**config.mk**
```make
export PLATFORM = sky130hd
export DESIGN_NAME = cce_comparator_ctrl
export DESIGN_NICKNAME = d
export VERILOG_FILES = /design/src/include/cce_pkg.sv /design/src/core/cce_comparator_ctrl.sv
export VERILOG_INCLUDE_DIRS = /design/src /design/src/include
export SDC_FILE = /design/constraint.sdc
export NUM_CORES = 1
export LEC_CHECK = 0
export BUFFER_PORTS_ARGS = -buffer_cell sky130_fd_sc_hd__buf_4
export CAP_MARGIN = 20
export CELL_PAD_IN_SITES_DETAIL_PLACEMENT = 0
export CELL_PAD_IN_SITES_GLOBAL_PLACEMENT = 1
export CORE_MARGIN = 4
export CORE_UTILIZATION = 25
export DETAILED_ROUTE_END_ITERATION = 6
export GPL_TIMING_DRIVEN = 0
export PLACE_DENSITY_LB_ADDON = 0.1
export SLEW_MARGIN = 20
export SYNTH_ARGS = -nofsm -noshare
export SYNTH_HDL_FRONTEND = slang
export SYNTH_SLANG_ARGS = --single-unit
```
**constraint.sdc**
```tcl
create_clock -name mclk -period 5.4 [get_ports mclk]
set_input_delay 0.54 -clock mclk [delete_from_list [all_inputs] [get_ports mclk]]
set_output_delay 0.54 -clock mclk [all_outputs]
set_load 0.02 [all_outputs]
```
**src/include/cce_regs.svh**
```systemverilog
// register offsets, field positions, masks and reset values for the comparator control block
`ifndef CCE_REGS_SVH
`define CCE_REGS_SVH

`define CCE_ADDR_W 8
`define CCE_OFS_STATUS 8'h00
`define CCE_OFS_CTRL1 8'h04
`define CCE_OFS_MSK1 8'h08
`define CCE_OFS_CTRL2 8'h0c
`define CCE_OFS_MSK2 8'h10
`define CCE_OFS_CTRL3 8'h14
`define CCE_OFS_MSK3 8'h18
`define CCE_OFS_LAST 8'h18
`define CCE_CTRL_STEP 8'h08

`define CCE_ST_HALT_BIT 15
`define CCE_ST_EVT_LSB 8
`define CCE_ST_RES_LSB 0

`define CCE_CT_EN_BIT 15
`define CCE_CT_PDRV_BIT 14
`define CCE_CT_INV_BIT 13
`define CCE_CT_EVT_BIT 9
`define CCE_CT_RES_BIT 8
`define CCE_CT_ESEL_LSB 6
`define CCE_CT_PSRC_BIT 4
`define CCE_CT_MSEL_LSB 0

`define CCE_MS_A_LSB 0
`define CCE_MS_B_LSB 4
`define CCE_MS_C_LSB 8
`define CCE_MS_LAST_CODE 4'h5

`define CCE_STATUS_WMASK 16'h8000
`define CCE_CTRL_WMASK 16'he2d3
`define CCE_MSK_WMASK 16'h0fff
`define CCE_REG_RESET 16'h0000

`define CCE_RESP_OKAY 2'h0
`define CCE_RESP_SLVERR 2'h2

`endif

```
**src/include/cce_pkg.sv**
```systemverilog
// types shared by the comparator control block
package cce_pkg;
    typedef enum logic [1:0] {
        cce_wr_idle = 2'b01,
        cce_wr_resp = 2'b10
    } cce_wr_state_t;
    typedef enum logic [1:0] {
        cce_rd_idle = 2'b01,
        cce_rd_resp = 2'b10
    } cce_rd_state_t;
    typedef logic [1:0] cce_edge_sel_t;
    typedef logic [3:0] cce_mask_code_t;
endpackage

```
**src/core/cce_comparator_ctrl.sv**
```systemverilog
// comparator control, status, edge events and mask-source select behind an axi4-lite slave
// Operation
// - three channels, own registers, shared status
// - halt_in_idle stops all comparators in idle
// - status bits 10..8 show event flags
// - status bits 2..0 show adjusted results
// - control bit 15 enables the comparator
// - control bit 14 drives result pin while bit 15 is set
// - control bit 13 inverts the comparator output
// - bit 8 reads polarity-adjusted comparator result
// - event bit set on event, blocks further
// - edge select 11 fires on any change
// - edge select 10 fires on falling edge
// - edge select 01 fires on rising edge
// - edge select 00 fires nothing
// - control bit 4 selects plus input
// - control bits 1..0 select minus input
// - mask fields pick one of six pwm
// - unimplemented bits ignore writes, read zero
//
// The register offsets and the AXI4-Lite slave port were chosen for this implementation.
`include "cce_regs.svh"
`timescale 1ns/1ps
`default_nettype none

module cce_comparator_ctrl
    import cce_pkg::*;
(
    input wire logic mclk,
    input wire logic sys_rst,
    input wire logic [7:0] s_axi_awaddr,
    input wire logic [2:0] s_axi_awprot,
    input wire logic s_axi_awvalid,
    output logic s_axi_awready,
    input wire logic [31:0] s_axi_wdata,
    input wire logic [3:0] s_axi_wstrb,
    input wire logic s_axi_wvalid,
    output logic s_axi_wready,
    output logic [1:0] s_axi_bresp,
    output logic s_axi_bvalid,
    input wire logic s_axi_bready,
    input wire logic [7:0] s_axi_araddr,
    input wire logic [2:0] s_axi_arprot,
    input wire logic s_axi_arvalid,
    output logic s_axi_arready,
    output logic [31:0] s_axi_rdata,
    output logic [1:0] s_axi_rresp,
    output logic s_axi_rvalid,
    input wire logic s_axi_rready,
    input wire logic idle_mode,
    input wire logic [2:0] cmp_raw,
    input wire logic pwm_low1,
    input wire logic pwm_high1,
    input wire logic pwm_low2,
    input wire logic pwm_high2,
    input wire logic pwm_low3,
    input wire logic pwm_high3,
    output logic [2:0] cmp_active,
    output logic [2:0] plus_input_source,
    output logic [5:0] minus_input_select,
    output logic [2:0] result_pin,
    output logic [2:0] result_pin_oe,
    output logic [2:0] mask_a_source,
    output logic [2:0] mask_b_source,
    output logic [2:0] mask_c_source,
    output logic [2:0] cmp_trigger,
    output logic [2:0] cmp_irq
);

    // register state
    logic halt_in_idle;
    logic [2:0] cmp_enable;
    logic [2:0] pin_drive_enable;
    logic [2:0] output_invert;
    logic [2:0] event_latched;
    logic [2:0] cmp_result;
    cce_edge_sel_t event_edge_select [3];
    logic [2:0] plus_src;
    logic [1:0] minus_sel [3];
    cce_mask_code_t mask_a_code [3];
    cce_mask_code_t mask_b_code [3];
    cce_mask_code_t mask_c_code [3];

    // input synchroniser and agreement filter
    logic [2:0] raw_s1;
    logic [2:0] raw_s2;
    logic [2:0] raw_s3;
    logic [2:0] cmp_val;
    logic [2:0] adj;
    logic [2:0] run;
    logic [2:0] run_q;
    logic [2:0] hit;
    logic [5:0] pwm_vec;

    // bus state
    cce_wr_state_t wr_state;
    cce_rd_state_t rd_state;
    logic aw_got;
    logic w_got;
    logic [7:0] aw_addr_q;
    logic [31:0] w_data_q;
    logic [3:0] w_strb_q;
    logic aw_hs;
    logic w_hs;
    logic wr_do;
    logic [7:0] wr_addr;
    logic [31:0] wr_data;
    logic [3:0] wr_strb;

    assign pwm_vec = {pwm_high3, pwm_low3, pwm_high2, pwm_low2, pwm_high1, pwm_low1};

    function automatic logic pick_pwm(input cce_mask_code_t code, input logic [5:0] src);
        logic v;
        v = 1'b0;
        // reserved codes select nothing
        if (code <= `CCE_MS_LAST_CODE) begin
            v = src[code[2:0]];
        end
        return v;
    endfunction

    function automatic logic [15:0] status_word(input logic h, input logic [2:0] e,
                                                input logic [2:0] r);
        logic [15:0] v;
        v = `CCE_REG_RESET;
        v[`CCE_ST_HALT_BIT] = h;
        v[`CCE_ST_EVT_LSB +: 3] = e;
        v[`CCE_ST_RES_LSB +: 3] = r;
        return v;
    endfunction

    // a change counts only once the second and third stage agree
    always_ff @(posedge mclk) begin
        if (sys_rst) begin
            raw_s1 <= 3'h0;
            raw_s2 <= 3'h0;
            raw_s3 <= 3'h0;
            cmp_val <= 3'h0;
        end else begin
            raw_s1 <= cmp_raw;
            raw_s2 <= raw_s1;
            raw_s3 <= raw_s2;
            cmp_val <= (raw_s2 & raw_s3) | (cmp_val & (raw_s2 ^ raw_s3));
        end
    end

    always_comb begin
        adj = cmp_val ^ output_invert;
        for (int i = 0; i < 3; i++) begin
            run[i] = cmp_enable[i] & ~(halt_in_idle & idle_mode);
        end
    end

    // edge detect against the previous adjusted result
    always_comb begin
        logic rise;
        logic fall;
        logic match;
        rise = 1'b0;
        fall = 1'b0;
        match = 1'b0;
        for (int i = 0; i < 3; i++) begin
            rise = adj[i] & ~cmp_result[i];
            fall = ~adj[i] & cmp_result[i];
            unique case (event_edge_select[i])
                2'b11: match = rise | fall;
                2'b10: match = fall;
                2'b01: match = rise;
                2'b00: match = 1'b0;
            endcase
            // first cycle after enable or wake is not an edge
            hit[i] = run[i] & run_q[i] & ~event_latched[i] & match;
        end
    end

    always_ff @(posedge mclk) begin
        if (sys_rst) begin
            run_q <= 3'h0;
            cmp_result <= 3'h0;
        end else begin
            run_q <= run;
            for (int i = 0; i < 3; i++) begin
                if (!cmp_enable[i]) begin
                    cmp_result[i] <= 1'b0;
                end else if (run[i]) begin
                    cmp_result[i] <= adj[i];
                end
            end
        end
    end

    always_ff @(posedge mclk) begin
        if (sys_rst) begin
            cmp_trigger <= 3'h0;
            cmp_irq <= 3'h0;
        end else begin
            cmp_trigger <= hit;
            cmp_irq <= hit;
        end
    end

    // pin and analog mux drive
    always_ff @(posedge mclk) begin
        if (sys_rst) begin
            cmp_active <= 3'h0;
            plus_input_source <= 3'h0;
            minus_input_select <= 6'h00;
            result_pin <= 3'h0;
            result_pin_oe <= 3'h0;
            mask_a_source <= 3'h0;
            mask_b_source <= 3'h0;
            mask_c_source <= 3'h0;
        end else begin
            for (int i = 0; i < 3; i++) begin
                cmp_active[i] <= run[i];
                plus_input_source[i] <= plus_src[i];
                minus_input_select[2*i +: 2] <= minus_sel[i];
                result_pin[i] <= pin_drive_enable[i] & cmp_enable[i] & cmp_result[i];
                result_pin_oe[i] <= pin_drive_enable[i] & cmp_enable[i];
                mask_a_source[i] <= pick_pwm(mask_a_code[i], pwm_vec);
                mask_b_source[i] <= pick_pwm(mask_b_code[i], pwm_vec);
                mask_c_source[i] <= pick_pwm(mask_c_code[i], pwm_vec);
            end
        end
    end

    // write path: address and data may come in either order
    assign aw_hs = s_axi_awvalid & s_axi_awready;
    assign w_hs = s_axi_wvalid & s_axi_wready;

    always_comb begin
        wr_addr = aw_got ? aw_addr_q : s_axi_awaddr;
        wr_data = w_got ? w_data_q : s_axi_wdata;
        wr_strb = w_got ? w_strb_q : s_axi_wstrb;
        wr_do = (wr_state == cce_wr_idle) & (aw_got | aw_hs) & (w_got | w_hs);
    end

    always_ff @(posedge mclk) begin
        if (sys_rst) begin
            wr_state <= cce_wr_idle;
            aw_got <= 1'b0;
            w_got <= 1'b0;
            aw_addr_q <= 8'h00;
            w_data_q <= 32'h00000000;
            w_strb_q <= 4'h0;
            s_axi_awready <= 1'b1;
            s_axi_wready <= 1'b1;
            s_axi_bvalid <= 1'b0;
            s_axi_bresp <= `CCE_RESP_OKAY;
        end else begin
            unique case (wr_state)
                cce_wr_idle: begin
                    if (aw_hs) begin
                        aw_got <= 1'b1;
                        aw_addr_q <= s_axi_awaddr;
                        s_axi_awready <= 1'b0;
                    end
                    if (w_hs) begin
                        w_got <= 1'b1;
                        w_data_q <= s_axi_wdata;
                        w_strb_q <= s_axi_wstrb;
                        s_axi_wready <= 1'b0;
                    end
                    if (wr_do) begin
                        wr_state <= cce_wr_resp;
                        s_axi_awready <= 1'b0;
                        s_axi_wready <= 1'b0;
                        s_axi_bvalid <= 1'b1;
                        s_axi_bresp <= (wr_addr[1:0] == 2'h0 && wr_addr <= `CCE_OFS_LAST) ?
                                       `CCE_RESP_OKAY : `CCE_RESP_SLVERR;
                    end
                end
                cce_wr_resp: begin
                    if (s_axi_bready) begin
                        wr_state <= cce_wr_idle;
                        aw_got <= 1'b0;
                        w_got <= 1'b0;
                        s_axi_bvalid <= 1'b0;
                        s_axi_awready <= 1'b1;
                        s_axi_wready <= 1'b1;
                    end
                end
            endcase
        end
    end

    // shared status register
    always_ff @(posedge mclk) begin
        if (sys_rst) begin
            halt_in_idle <= 1'b0;
        end else if (wr_do && wr_addr == `CCE_OFS_STATUS && wr_strb[1]) begin
            halt_in_idle <= wr_data[`CCE_ST_HALT_BIT];
        end
    end

    // per-channel control and mask-source registers
    always_ff @(posedge mclk) begin
        if (sys_rst) begin
            cmp_enable <= 3'h0;
            pin_drive_enable <= 3'h0;
            output_invert <= 3'h0;
            event_latched <= 3'h0;
            plus_src <= 3'h0;
            for (int i = 0; i < 3; i++) begin
                event_edge_select[i] <= 2'h0;
                minus_sel[i] <= 2'h0;
                mask_a_code[i] <= 4'h0;
                mask_b_code[i] <= 4'h0;
                mask_c_code[i] <= 4'h0;
            end
        end else begin
            for (int i = 0; i < 3; i++) begin
                if (wr_do && wr_addr == 8'(`CCE_OFS_CTRL1 + i * `CCE_CTRL_STEP)) begin
                    if (wr_strb[1]) begin
                        cmp_enable[i] <= wr_data[`CCE_CT_EN_BIT];
                        pin_drive_enable[i] <= wr_data[`CCE_CT_PDRV_BIT];
                        output_invert[i] <= wr_data[`CCE_CT_INV_BIT];
                        event_latched[i] <= wr_data[`CCE_CT_EVT_BIT];
                    end
                    if (wr_strb[0]) begin
                        event_edge_select[i] <= wr_data[`CCE_CT_ESEL_LSB +: 2];
                        plus_src[i] <= wr_data[`CCE_CT_PSRC_BIT];
                        minus_sel[i] <= wr_data[`CCE_CT_MSEL_LSB +: 2];
                    end
                end
                // hardware set wins over a clearing write in the same cycle
                if (hit[i]) begin
                    event_latched[i] <= 1'b1;
                end
                if (wr_do && wr_addr == 8'(`CCE_OFS_MSK1 + i * `CCE_CTRL_STEP)) begin
                    if (wr_strb[0]) begin
                        mask_a_code[i] <= wr_data[`CCE_MS_A_LSB +: 4];
                        mask_b_code[i] <= wr_data[`CCE_MS_B_LSB +: 4];
                    end
                    if (wr_strb[1]) begin
                        mask_c_code[i] <= wr_data[`CCE_MS_C_LSB +: 4];
                    end
                end
            end
        end
    end

    // read path
    function automatic logic [15:0] read_word(input logic [7:0] a);
        logic [15:0] v;
        v = `CCE_REG_RESET;
        if (a == `CCE_OFS_STATUS) begin
            v = status_word(halt_in_idle, event_latched, cmp_result);
        end
        for (int i = 0; i < 3; i++) begin
            if (a == 8'(`CCE_OFS_CTRL1 + i * `CCE_CTRL_STEP)) begin
                v[`CCE_CT_EN_BIT] = cmp_enable[i];
                v[`CCE_CT_PDRV_BIT] = pin_drive_enable[i];
                v[`CCE_CT_INV_BIT] = output_invert[i];
                v[`CCE_CT_EVT_BIT] = event_latched[i];
                v[`CCE_CT_RES_BIT] = cmp_result[i];
                v[`CCE_CT_ESEL_LSB +: 2] = event_edge_select[i];
                v[`CCE_CT_PSRC_BIT] = plus_src[i];
                v[`CCE_CT_MSEL_LSB +: 2] = minus_sel[i];
            end
            if (a == 8'(`CCE_OFS_MSK1 + i * `CCE_CTRL_STEP)) begin
                v[`CCE_MS_A_LSB +: 4] = mask_a_code[i];
                v[`CCE_MS_B_LSB +: 4] = mask_b_code[i];
                v[`CCE_MS_C_LSB +: 4] = mask_c_code[i];
            end
        end
        return v;
    endfunction

    always_ff @(posedge mclk) begin
        if (sys_rst) begin
            rd_state <= cce_rd_idle;
            s_axi_arready <= 1'b1;
            s_axi_rvalid <= 1'b0;
            s_axi_rdata <= 32'h00000000;
            s_axi_rresp <= `CCE_RESP_OKAY;
        end else begin
            unique case (rd_state)
                cce_rd_idle: begin
                    if (s_axi_arvalid) begin
                        rd_state <= cce_rd_resp;
                        s_axi_arready <= 1'b0;
                        s_axi_rvalid <= 1'b1;
                        s_axi_rdata <= {16'h0000, read_word(s_axi_araddr)};
                        s_axi_rresp <= (s_axi_araddr[1:0] == 2'h0 &&
                                        s_axi_araddr <= `CCE_OFS_LAST) ?
                                       `CCE_RESP_OKAY : `CCE_RESP_SLVERR;
                    end
                end
                cce_rd_resp: begin
                    if (s_axi_rready) begin
                        rd_state <= cce_rd_idle;
                        s_axi_rvalid <= 1'b0;
                        s_axi_arready <= 1'b1;
                    end
                end
            endcase
        end
    end

endmodule

`default_nettype wire

```
==> flow_summary.json <==
{
  "synth_compound_area_share_pct": 9.760,
  "layoutNonFillerInstCount": 1225,
  "drive_gt1_share_pct": 22.67,
  "nets": 918,
  "finalSetupViolations": 0,
  "synth_mux_area_share_pct": 13.91,
  "hold_viol_final": 0,
  "worst_pin_slew_ns": 0.9399,
  "cts_inserted_buffers": 17,
  "wl_met3_um": 1419,
  "place_hpwl_um": 18210,
  "clkLatencyLatePin_ns": 0.43,
  "status": "finished, final reports clean",
  "synth_top_area_share_pct": 31.40,
  "met2_length_um": 10740,
  "clock-sinks": 159,
  "via_count": 5523,
  "cts_tree": "yes",
  "r2r_slack_ns": 2.73,
  "antennaDiodeCount": 0,
  "synth_edf_count": 48,
  "fillers": 2908,
  "wirelength_met1_um": 10920,
  "grt_max_degree": 18,
  "syn_area_per_cell_sq_um": 10.15,
  "overflow": 0,
  "power_leakage_nw": 3.441,
  "finalCriticalPeriod_ns": 2.667,
  "p_sw_w": 0.0008289,
  "drt_first_pass_iters": 5,
  "synth_top_family_by_area": "simple AND/OR/NAND/NOR gates",
  "highest_layer": "met4",
  "critical_path.most_common_cell": "clkbuf_1",
  "grt.total_usage_pct": 15.11,
  "pwr-share-comb_pct": 12.6,
  "vias_per_cell": 4.509,
  "synthSimpleGateAreaFrac_pct": 17.61,
  "grt_pass1_wl_um": 35510,
  "worstPathMaxFanout": 10,
  "slew_headroom_pct": 35.55,
  "endpoint_kind": "register",
  "finalInstanceArea_sq_um": 8972,
  "cpLargestDelayFamily": "buffers and inverters",
  "post_cts_buffers": 0,
  "io_buffer_count": 100,
  "timing.setup.tns_ns": 0,
  "yosys-top-cells-count": "dfxtp_1 (111), nand2_1 (84), nor2_1 (82), a21oi_1 (60), mux2i_1 (50)",
  "synth-xor-area-share_pct": 0.3713,
  "synthAdderAreaFrac_pct": 1.591,
  "drv_slew": 0,
  "hp-class": "primary input to register",
  "yosysMostFrequentCell": "dfxtp_1",
  "synthArstFlopShare_pct": 0,
  "area_growth_pct": 26.79,
  "synth_top_area_cell": "dfxtp_1",
  "post_cts_resized": 0,
  "fmax_ghz": 0.3749,
  "synth-main-ff-cell": "dfxtp_1",
  "critPathSlowestCell": "clkbuf_1",
  "grt_pass1_vias": 5699,
  "netlist_instances": 697,
  "dp.cells": 1193,
  "pre_cts_ws_ns": 2.540,
  "clkSlewWorstSetupHoldPaths_ns": 0.08,
  "wl_per_cell_um": 18.97,
  "die_x_um": 176.2,
  "io_pins": 149,
  "die_h_um": 176.2,
  "synth_seq_cells": 159,
  "postRouteAntennaNets": 0,
  "power_frac_seq_pct": 45.0,
  "synthTopCellsByArea": "dfxtp_1 (31%), edfxtp_1 (20%), mux2i_1 (7.1%)",
  "antenna_found_initial": 0,
  "crit_arrival_ns": 2.88,
  "coreArea_sq_um": 27860,
  "hold_buffers": 0,
  "start_util_pct": 25.40,
  "crit_path_cell_trace": "clkbuf_1, a21oi_1, a2111o_1, buf_6, nor2_2, nand2b_1, clkbuf_1, nor2_1",
  "cp.required_ns": 5.61,
  "synth_cell_types": 54,
  "wl_um": 23240,
  "finalClockSkew_ns": 0.01247,
  "drt_iter0_drc": 296,
  "clockBufferDepth": 2,
  "ir_drop_mv": 0.1548,
  "swShare_pct": 28.53,
  "p_int_w": 0.002076,
  "power_density_nw_per_um2": 323.8,
  "cts_root_buffer": "clkbuf_16",
  "layout_setup_ws_ns": 2.733,
  "drc_errors": 0,
  "htree_levels": 4,
  "die_area_sq_um": 31060,
  "gp_congestion": 0.7990,
  "pwr-share-clk_pct": 42.4,
  "rows": 61,
  "cp_slowest_stage_delay_ns": 0.50,
  "placed_area_sq_um": 8368,
  "worst-path-buf-inv": 3,
  "drv_cap": 0,
  "rsz0062_at_grt": "false",
  "crit_type": "register to register",
  "yosysWarnings": 0,
  "fin_crit_sh_pct": 49.39,
  "syn_area_sq_um": 7077,
  "crit_path_start_kind": "register",
  "ys_seq_area_share_pct": 51.77
}
## through the flow
stage	util (%)	hold slack (ns)	total power [W]
floorplan	-	0.4103	0.001557
global placement	30.04	0.4217	0.001698
detailed placement	30.04	0.4306	0.001702
CTS	32.19	0.2955	0.002942
global route	32.21	0.2986	0.003038
finish	32.21	0.3098	0.002905
## final cells by class
| cell class | count | area (sq um) | area share (%) |
|---|---|---|---|
| flip-flops and latches | 159 | 3664 | 40.83 |
| inverters | 14 | 52.55 | 0.5857 |
| clock inverters | 15 | 172.7 | 1.924 |
| multi-input cells | 487 | 3138 | 34.97 |
| clock buffers | 17 | 425.4 | 4.741 |
| well taps | 378 | 473.0 | 5.271 |
| plain buffers | 55 | 296.5 | 3.305 |
| repair buffers | 100 | 750.7 | 8.367 |
## flip-flops by register name (all words and copies together) (netlist names), 6 cells and up
name,count
mask_b_code,12
w_data_q,15
aw_addr_q,8
mask_c_code,12
minus_sel,6
mask_a_code,12
event_edge_select,6
minus_input_select,6
s_axi_rdata,15
## routing by layer
layer	vias up	track usage, %
li1	2699	-
met1	2632	21.28
met2	178	24.17
met3	14	3.298
met4	0	2.827
met5	-	0
## power groups by stage
stage	logic [W]	registers, W	clock network [W]
6_report	0.000365	0.00131	0.00123
5_1_grt	0.000404	0.00131	0.00132
4_1_cts	0.000369	0.00131	0.00127
3_5_place_dp	0.000368	0.00133	0
3_3_place_gp	0.000365	0.00133	0
2_1_floorplan	0.000219	0.00134	0
## cell usage in the layout, fill, tap and decap left out, drive strengths merged, types with 14 or more instances in the layout
cell | Yosys | routed
a21oi | 60 | 60
buf | 28 | 128
clkbuf | 27 | 44
conb | 1 | 19
dfxtp | 111 | 111
edfxtp | 48 | 48
inv | 14 | 22
mux2 | 15 | 15
mux2i | 50 | 50
mux4 | 14 | 14
nand2 | 84 | 84
nor2 | 83 | 83
nor2b | 24 | 24
nor3 | 20 | 20
o21ai | 16 | 16
## final timing paths
path | startpoint | end | cells past startpoint
worst max-delay path | w_got | mask_b_code[0][1] | 8
worst max register to register | w_got | mask_b_code[0][1] | 8
worst min-delay path | cmp_raw[2] | raw_s1[2] | 2
worst min register to register | mask_c_code[0][11] | mask_c_source[2] | 1
## cell families (layout without fill, tap and decap cells)
family / count (synthesis) / in the layout
AO/OA/AOI/OAI: 115 / 115
XOR/XNOR: 3 / 3
adder cells (fa/ha/maj): 9 / 9
buffers and inverters: 69 / 201
flip-flops: 159 / 159
multiplexers: 79 / 79
other: 1 / 19
AND/OR/NAND/NOR: 262 / 262
## worst reg2reg max path, stage by stage, from the launching register on
cell	delay [ns]
dfxtp_1	0.31
clkbuf_1	0.50
a21oi_1	0.18
a2111o_1	0.42
buf_6	0.16
nor2_2	0.26
nand2b_1	0.09
clkbuf_1	0.19
nor2_1	0.33
(Power assumes the default switching activity.)
